$ cat config.mk
export PLATFORM = sky130hd
export DESIGN_NAME = ivt_core
export DESIGN_NICKNAME = d
export VERILOG_FILES = /design/src/inc/ivt_pkg.sv /design/src/core/ivt_xsel.sv /design/src/core/ivt_core.sv
export VERILOG_INCLUDE_DIRS = /design/src /design/src/inc
export SDC_FILE = /design/constraint.sdc
export NUM_CORES = 1
export LEC_CHECK = 0
export ABC_AREA = 1
export BUFFER_PORTS_ARGS = -buffer_cell sky130_fd_sc_hd__buf_4
export CAP_MARGIN = 20
export CELL_PAD_IN_SITES_DETAIL_PLACEMENT = 0
export CELL_PAD_IN_SITES_GLOBAL_PLACEMENT = 1
export CORE_MARGIN = 2
export CORE_UTILIZATION = 48
export CTS_CLUSTER_DIAMETER = 100
export DETAILED_ROUTE_END_ITERATION = 8
export GPL_ROUTABILITY_DRIVEN = 0
export HOLD_SLACK_MARGIN = 0.08
export PLACE_DENSITY_LB_ADDON = 0.1
export SLEW_MARGIN = 20
export SYNTH_ARGS = -nofsm -noshare
export SYNTH_HDL_FRONTEND = slang
export SYNTH_SLANG_ARGS = --single-unit
$ cat constraint.sdc
create_clock -name core_clk -period 92.1 [get_ports core_clk]
set_clock_uncertainty 0.2 [all_clocks]
set_input_delay 4.605 -clock core_clk [delete_from_list [all_inputs] [get_ports core_clk]]
set_output_delay 4.605 -clock core_clk [all_outputs]
set_load 0.05 [all_outputs]
$ cat src/inc/ivt_params.svh
/*
 * constants of the interrupt vector and trap logic: counts, widths,
 * trap numbers, reset values and field positions.
 * assumes it is included once by the package ivt_pkg.
 */
`ifndef IVT_PARAMS_SVH
`define IVT_PARAMS_SVH

// ********************************************************************
// sizes
// ********************************************************************
`define IVT_NUM_SRC        56
`define IVT_LVL_W          4
`define IVT_VEC_W          24
`define IVT_TNUM_W         8
`define IVT_NUM_XP         4
`define IVT_XSEL_W         16
`define IVT_TCR_W          16

// ********************************************************************
// trap numbers and levels
// ********************************************************************
`define IVT_SRC_TNUM_BASE  8'h10
`define IVT_XP_BASE_IDX    48
`define IVT_TNUM_NMI       8'h02
`define IVT_TNUM_STK_OVER  8'h04
`define IVT_TNUM_STK_UNDER 8'h06
`define IVT_TNUM_CLASS_B   8'h0a
`define IVT_LVL_TOP        4'hf
`define IVT_LVL_RESET      4'hf

// ********************************************************************
// selection register fields and reset values
// ********************************************************************
`define IVT_XSEL_EN_LSB    8
`define IVT_XSEL_FLAG_LSB  0
`define IVT_XSEL_RESET     16'h0000
`define IVT_TCR_RESET      16'h0000

`endif

$ cat src/inc/ivt_pkg.sv
/*
 * types of the interrupt vector and trap logic.
 * assumes ivt_params.svh is on the include path.
 */
`include "ivt_params.svh"

package ivt_pkg;

	// ****************************************************************
	// per-source control word
	// ****************************************************************
	typedef struct packed {
		logic                  req;
		logic                  en;
		logic [`IVT_LVL_W-1:0] lvl;
	} ivt_ctrl_t;

	// ****************************************************************
	// hardware trap conditions, also the low bits of the cause register
	// ****************************************************************
	typedef struct packed {
		logic ill_bus;
		logic ill_instr;
		logic ill_operand;
		logic prot_fault;
		logic mac_intr;
		logic undef_opcode;
		logic stack_under;
		logic stack_over;
		logic nmi;
	} ivt_trap_t;

	// ****************************************************************
	// vector offered to the cpu core
	// ****************************************************************
	typedef struct packed {
		logic                   valid;
		logic                   is_trap;
		logic [5:0]             src;
		logic [`IVT_TNUM_W-1:0] trap_num;
		logic [`IVT_VEC_W-1:0]  vector;
	} ivt_offer_t;

	typedef enum logic [1:0] {
		SVC_NONE = 2'b00,
		SVC_B    = 2'b01,
		SVC_A    = 2'b10
	} ivt_svc_t;

endpackage

$ cat src/core/ivt_xsel.sv
/*
 * one shared extension-peripheral selection register: enable byte high,
 * event flag byte low, and the combined request line.
 * assumes events come from logic on core_clk.
 */
`timescale 1ns/1ps

module ivt_xsel
	import ivt_pkg::*;
(
	input  wire logic                   core_clk,
	input  wire logic                   reset_n,
	input  wire logic                   we,
	input  wire logic [`IVT_XSEL_W-1:0] wdata,
	input  wire logic [7:0]             src_event,
	output logic      [`IVT_XSEL_W-1:0] value,
	output logic                        line
);

	logic [`IVT_XSEL_W-1:0] sel_q;
	logic [`IVT_XSEL_W-1:0] sel_d;

	always_comb begin
		sel_d = sel_q;
		if (we) begin
			sel_d = wdata;
		end
		// set wins over a clearing write
		sel_d[`IVT_XSEL_FLAG_LSB +: 8] = sel_d[`IVT_XSEL_FLAG_LSB +: 8]
			| src_event; // [RQ8]
	end

	always_ff @(posedge core_clk or negedge reset_n) begin
		if (!reset_n) begin
			sel_q <= `IVT_XSEL_RESET;
		end else begin
			sel_q <= sel_d;
		end
	end

	assign value = sel_q;
	// masked flags still show in value for polling
	assign line  = |(sel_q[`IVT_XSEL_EN_LSB +: 8]
		& sel_q[`IVT_XSEL_FLAG_LSB +: 8]); // [RQ8]

endmodule

$ cat src/core/ivt_core.sv
/*
 * interrupt vector and trap dispatch: per-source request, enable and
 * level, four shared selection registers, hardware traps with a cause
 * register, and the vector offer to the cpu core.
 * assumes all inputs are on core_clk; the cpu acks the registered offer
 * and reports trap end and level restores.
 * source index i has trap number 10h+i, ordered by trap number.
 */
`timescale 1ns/1ps

// Behaviour
// RQ1: every source has own request flag, enable flag, vector and trap number.
// RQ2: vector address equals trap number times four.
// RQ3: run-time error takes an unmaskable hardware trap to its own vector; code sends all six class B traps to the one vector of trap number 0Ah.
// RQ4: each hardware trap sets its own bit in the trap cause register.
// RQ5: trap preempts all but a higher priority trap service in progress; code blocks all traps in class A service, class B in class B.
// RQ6: during trap service, interrupts and transfer requests are blocked.
// RQ7: each source has a four-bit level; only strictly higher levels preempt.
// RQ8: selection register: enables high byte, flags low byte, ored to vector.
// RQ9: reset and hardware trap service force the cpu level to fifteen.
module ivt_core
	import ivt_pkg::*;
#(
	parameter int NSRC = `IVT_NUM_SRC
)(
	input  wire logic                                core_clk,
	input  wire logic                                reset_n,
	input  wire logic [NSRC-1:0]                     src_event,
	input  wire logic [`IVT_NUM_XP*8-1:0]            xp_event,
	input  wire logic [`IVT_NUM_XP-1:0]              xsel_we,
	input  wire logic [`IVT_XSEL_W-1:0]              xsel_wdata,
	output logic      [`IVT_NUM_XP*`IVT_XSEL_W-1:0]  xsel_value,
	input  wire logic                                cfg_we,
	input  wire logic [5:0]                          cfg_idx,
	input  wire ivt_ctrl_t                           cfg_wdata,
	input  wire logic [5:0]                          cfg_rd_idx,
	output ivt_ctrl_t                                cfg_rd_data,
	input  wire ivt_trap_t                           trap_event,
	input  wire logic                                tcr_clr_we,
	input  wire logic [`IVT_TCR_W-1:0]               tcr_clr_mask,
	output logic      [`IVT_TCR_W-1:0]               trap_cause_register,
	output ivt_offer_t                               offer,
	input  wire logic                                cpu_ack,
	input  wire logic                                trap_done,
	input  wire logic                                level_we,
	input  wire logic [`IVT_LVL_W-1:0]               level_wdata,
	output logic      [`IVT_LVL_W-1:0]               cpu_priority_level,
	output logic                                     trap_in_service,
	output logic                                     pec_allow
);

	// ****************************************************************
	// helpers
	// ****************************************************************
	function automatic logic [`IVT_VEC_W-1:0] vec_of(
		input logic [`IVT_TNUM_W-1:0] tnum
	);
		vec_of = {{(`IVT_VEC_W-`IVT_TNUM_W-2){1'b0}}, tnum, 2'b00}; // [RQ2]
	endfunction

	function automatic ivt_offer_t make_offer(
		input logic                   is_trap,
		input logic [5:0]             src,
		input logic [`IVT_TNUM_W-1:0] tnum
	);
		make_offer.valid    = 1'b1;
		make_offer.is_trap  = is_trap;
		make_offer.src      = src;
		make_offer.trap_num = tnum;
		make_offer.vector   = vec_of(tnum);
	endfunction

	// ****************************************************************
	// shared extension-peripheral selection registers
	// ****************************************************************
	logic [`IVT_NUM_XP-1:0] xp_line;
	logic [`IVT_NUM_XP-1:0] xp_line_q;

	genvar gx;
	generate
		for (gx = 0; gx < `IVT_NUM_XP; gx++) begin : g_xsel
			ivt_xsel u_xsel (
				.core_clk  (core_clk),
				.reset_n   (reset_n),
				.we        (xsel_we[gx]),
				.wdata     (xsel_wdata),
				.src_event (xp_event[gx*8 +: 8]),
				.value     (xsel_value[gx*`IVT_XSEL_W +: `IVT_XSEL_W]),
				.line      (xp_line[gx])
			);
		end
	endgenerate

	// ****************************************************************
	// state
	// ****************************************************************
	logic [NSRC-1:0]            req_q, req_d, en_q, en_d;
	logic [`IVT_LVL_W-1:0]      lvl_q [NSRC];
	logic [`IVT_LVL_W-1:0]      lvl_d [NSRC];
	logic [NSRC-1:0]            set_req;
	logic [8:0]                 tpend_q, tpend_d;
	logic [`IVT_TCR_W-1:0]      tcr_q, tcr_d;
	ivt_svc_t                   svc_q, svc_d;
	logic                       b_under_q, b_under_d;
	logic [`IVT_LVL_W-1:0]      level_q, level_d;
	ivt_offer_t                 offer_q, offer_d;
	ivt_ctrl_t                  rd_q, rd_d;
	logic                       take;
	logic                       found;
	logic [5:0]                 best_idx;
	logic [`IVT_LVL_W-1:0]      best_lvl;
	logic                       pend_a, pend_b;
	logic [`IVT_TNUM_W-1:0]     a_tnum;

	assign take = offer_q.valid && cpu_ack;

	// ****************************************************************
	// arbitration
	// ****************************************************************
	always_comb begin
		found    = 1'b0;
		best_idx = 6'h00;
		best_lvl = '0;
		// ties go to the lower index, which is the lower trap number
		for (int i = 0; i < NSRC; i++) begin
			if (req_q[i] && en_q[i] && (!found || lvl_q[i] > best_lvl)) begin
				found    = 1'b1;
				best_idx = 6'(i);
				best_lvl = lvl_q[i];
			end
		end
		pend_a = |tpend_q[2:0];
		pend_b = |tpend_q[8:3];
		if (tpend_q[0]) begin
			a_tnum = `IVT_TNUM_NMI;
		end else if (tpend_q[1]) begin
			a_tnum = `IVT_TNUM_STK_OVER;
		end else begin
			a_tnum = `IVT_TNUM_STK_UNDER;
		end
	end

	// ****************************************************************
	// next state
	// ****************************************************************
	always_comb begin
		req_d     = req_q;
		en_d      = en_q;
		lvl_d     = lvl_q;
		tpend_d   = tpend_q;
		svc_d     = svc_q;
		b_under_d = b_under_q;
		level_d   = level_q;
		offer_d   = '0;
		tcr_d     = tcr_q;
		rd_d.req  = req_q[cfg_rd_idx];
		rd_d.en   = en_q[cfg_rd_idx];
		rd_d.lvl  = lvl_q[cfg_rd_idx];

		if (cfg_we) begin
			req_d[cfg_idx] = cfg_wdata.req; // [RQ1]
			en_d[cfg_idx]  = cfg_wdata.en; // [RQ1]
			lvl_d[cfg_idx] = cfg_wdata.lvl; // [RQ7]
		end
		if (level_we) begin
			level_d = level_wdata;
		end
		if (trap_done) begin
			svc_d     = (svc_q == SVC_A && b_under_q) ? SVC_B : SVC_NONE;
			b_under_d = 1'b0;
		end

		if (take) begin
			if (offer_q.is_trap) begin
				level_d = `IVT_LVL_TOP; // [RQ9]
				case (offer_q.trap_num)
					`IVT_TNUM_NMI:       tpend_d[0] = 1'b0;
					`IVT_TNUM_STK_OVER:  tpend_d[1] = 1'b0;
					`IVT_TNUM_STK_UNDER: tpend_d[2] = 1'b0;
					default:             tpend_d[8:3] = 6'h00;
				endcase
				if (offer_q.trap_num == `IVT_TNUM_CLASS_B) begin
					svc_d = SVC_B;
				end else begin
					b_under_d = (svc_q == SVC_B);
					svc_d     = SVC_A;
				end
			end else begin
				req_d[offer_q.src] = 1'b0;
				level_d = lvl_q[offer_q.src]; // [RQ7]
			end
		end

		// events win over any clear in the same cycle
		req_d   = req_d | set_req; // [RQ1]
		tpend_d = tpend_d | trap_event; // [RQ3]
		if (tcr_clr_we) begin
			tcr_d = tcr_q & ~tcr_clr_mask;
		end
		tcr_d[8:0] = tcr_d[8:0] | trap_event; // [RQ4]

		// a stale offer is withdrawn for a cycle after it is taken
		if (!take) begin
			if (pend_a && svc_q != SVC_A) begin
				offer_d = make_offer(1'b1, 6'h00, a_tnum); // [RQ3] [RQ5]
			end else if (pend_b && svc_q == SVC_NONE) begin
				offer_d = make_offer(1'b1, 6'h00, `IVT_TNUM_CLASS_B); // [RQ5]
			end else if (found && best_lvl > level_q
				&& svc_q == SVC_NONE) begin // [RQ6] [RQ7]
				offer_d = make_offer(1'b0, best_idx,
					`IVT_SRC_TNUM_BASE + {2'b00, best_idx}); // [RQ1]
			end
		end
	end

	// shared vectors raise their request on a rising combined line
	always_comb begin
		set_req = src_event;
		for (int x = 0; x < `IVT_NUM_XP; x++) begin
			set_req[`IVT_XP_BASE_IDX + x] = src_event[`IVT_XP_BASE_IDX + x]
				| (xp_line[x] & ~xp_line_q[x]); // [RQ8]
		end
	end

	// ****************************************************************
	// registers
	// ****************************************************************
	always_ff @(posedge core_clk or negedge reset_n) begin
		if (!reset_n) begin
			req_q     <= '0;
			en_q      <= '0;
			lvl_q     <= '{default: '0};
			tpend_q   <= '0;
			tcr_q     <= `IVT_TCR_RESET;
			svc_q     <= SVC_NONE;
			b_under_q <= 1'b0;
			level_q   <= `IVT_LVL_RESET; // [RQ9]
			offer_q   <= '0;
			rd_q      <= '0;
			xp_line_q <= '0;
		end else begin
			req_q     <= req_d;
			en_q      <= en_d;
			lvl_q     <= lvl_d;
			tpend_q   <= tpend_d;
			tcr_q     <= tcr_d;
			svc_q     <= svc_d;
			b_under_q <= b_under_d;
			level_q   <= level_d;
			offer_q   <= offer_d;
			rd_q      <= rd_d;
			xp_line_q <= xp_line;
		end
	end

	assign cfg_rd_data         = rd_q;
	assign trap_cause_register = tcr_q;
	assign offer               = offer_q;
	assign cpu_priority_level  = level_q;
	assign trap_in_service     = (svc_q != SVC_NONE);
	assign pec_allow           = (svc_q == SVC_NONE); // [RQ6]

endmodule

==> results.cfg <==
[timing]
holdWs_ns = 0.2806
fin_crit_sh = 0.7029
relSlewSlack = 0.2637
setup_viol = 0
max_freq_mhz = 15.45
fin_crit_ns = 64.74
drv_slew = 0
rsz0062_at_grt = no
fin_tns_setup_ns = 0
hold_viol_final = 0
max_slew.worst_pin.slew_ns = 1.103

[finish]
final_cell_mix = nand2_1, o21ai_0, inv_1
fin_cells = 6058
drive_gt1_frac = 0.1179
fin_nets = 5414
area_growth_pct = 12.13
mostFrequentLayoutCell = nand2_1

[setup_path]
crit_path_top_delay_cell = nor3_1
worstSetupStartpointType = flop
crit_top_cell = nand2_1
cp_data_arrival_time_ns = 65.05
worstPathMaxFanout = 12
criticalPathCategory = flop to flop
cpPeakStageDelay_ns = 0.47
critPathRequiredTime_ns = 92.41
end_kind = flop

[routing]
viasPerCell = 5.713
ant_nets = 0
drt-total-wl_um = 128800
drt_iter0_drc = 3727
drtPass1Iterations = 8
vias = 34610
drc_errors = 0
wl_per_cell_um = 21.26

[placed_design]
post-place-cells = 5959
dp_hpwl_um = 95340
portBuffers = 275

[global_route]
grt_util_all_layers = 0.3454
antenna_found_initial = 5
grt_pass1_wl_um = 195400
grt_overflow = 0
grt_max_degree = 162
grt_pass1_vias = 31820

[floorplanning]
dieArea_um2 = 72980
core_um2 = 70030
core.rowCount = 97
die_h_um = 270.1
io_pins = 294
die_w_um = 270.1
start_util = 0.4855

[clock_network]
cts_hold_buf = 0
numCtsBuffers = 53
cts_setup_buffers = 0
cts-root-buf = clkbuf_16
cts.sinks = 456
clk_path_buf_depth = 3
cts_tree = built
clock_latency_ns = 0.63
h-tree-depth = 2
cts_resized = 0
cts.clk_slew.worst_paths_ns = 0.06

[synthesis]
avgSynthCellArea_um2 = 6.855
synth-edff-count = 0
syn_inst = 4960
yosysSeqAreaShare = 0.3358
netlist_area_um2 = 34000
ys_seq_elements = 456
synth_top_flop_cell = dfrtp_1
synth-async-reset-ratio = 1.000
ys.warnings.count = 0
synth_cell_types = 50

[run]
drv_cap = 0

[outcome]
outcome = finished, final reports clean

[hold_path]
hp-class = flop to flop
==> state kept, by name (all words and copies together) (netlist names) <==
signal / count
b_under_q: 1
cfg_rd_data: 6
cpu_priority_level: 4
en_q: 56
g_xsel.u_xsel.value: 64
lvl_q: 224
offer: 14
req_q: 56
svc_q: 2
tpend_q: 9
trap_cause_register: 16
xp_line_q: 4
==> worst paths after layout <==
check | slack (ns) | end | startpoint | cells past startpoint
worst max-delay path | 27.36 | offer[7] | lvl_q[222] | 548
worst min-delay path | 0.28 | trap_cause_register[5] | trap_cause_register[5] | 2
worst max register to register | 27.36 | offer[7] | lvl_q[222] | 548
worst min register to register | 0.28 | trap_cause_register[5] | trap_cause_register[5] | 2
max in group asynchronous | 85.59 | lvl_q[191] | reset_n | 3
min in group asynchronous | 3.82 | lvl_q[37] | reset_n | 1
==> cell usage after synthesis, types with 8 or more instances <==
cell      instances  area, µm²
a21boi_0          8      60.06
a21oi_1         208       1041
a221oi_1          9      78.83
a31oi_1           9      56.30
a41oi_1          28      245.2
buf_4            29      217.7
buf_6            30      337.8
clkbuf_1        203      762.0
dfrtp_1         452      11310
ha_1            178       2227
inv_1           606       2275
inv_2            37      138.9
mux2i_1          10      100.1
nand2_1        1284       4820
nand2_2         134      838.3
nand2_4          14      157.7
nand3_1         347       1737
nand4_1         104      650.6
nor2_1          235      882.1
nor3_1           24      120.1
nor4_1           12      75.07
o211ai_1         95      713.2
o21a_1           17      127.6
o21ai_0         694       3473
o21bai_1         90      675.7
o221ai_1         33      289.0
o22ai_1          20      125.1
==> logic make-up (layout without fill, tap and decap cells) <==
logic type,after synthesis,in the layout,share of synthesized area
mux,10,10,0.002944
flops,456,456,0.3358
other cells,1,22,0.0001103
buf+inv,915,1052,0.1117
fa+ha+maj,178,178,0.06551
compound gates,1234,1234,0.2083
simple gates,2166,2166,0.2757
==> critical path, delay by kind of cell (launching register included) <==
kind	cells	cell delay, ns
simple gates	325	28.86
flops	1	0.38
buf+inv	60	3.06
fa+ha+maj	56	17.70
compound gates	107	14.32
==> area by class of cell <==
cell class / count / area, µm²
flip-flops and latches: 456 / 11420
well taps: 940 / 1176
repair buffers: 307 / 2325
inverters: 650 / 2471
diodes: 4 / 10.01
clock inverters: 20 / 287.8
fillers: 7037 / 31900
clock buffers: 75 / 1550
multi-input cells: 3606 / 18880
==> per-layer routing <==
metal / wire, µm / vias up / part of all wire / global-route usage
li1: - / 16650 / - / -
met2: 55720 / 1640 / 0.43 / 0.5285
met1: 54790 / 16060 / 0.43 / 0.4801
met4: 4978 / 2 / 0.039 / 0.1221
met3: 13320 / 259 / 0.10 / 0.07619
met5: 11 / - / 0.000085 / 0
==> stage by stage <==
stage / cell area, µm² / utilization / worst slack, ns
floorplan: 34060 / - / 34.83
global placement: 36280 / 0.5180 / 28.75
detailed placement: 36280 / 0.5180 / 27.84
CTS: 38110 / 0.5443 / 27.55
global route: 38120 / 0.5443 / 18.94
finish: 38120 / 0.5444 / 27.36
Power is not shown: default switching activity piles up to over one toggle a cycle in this logic, so the estimate is an artifact.
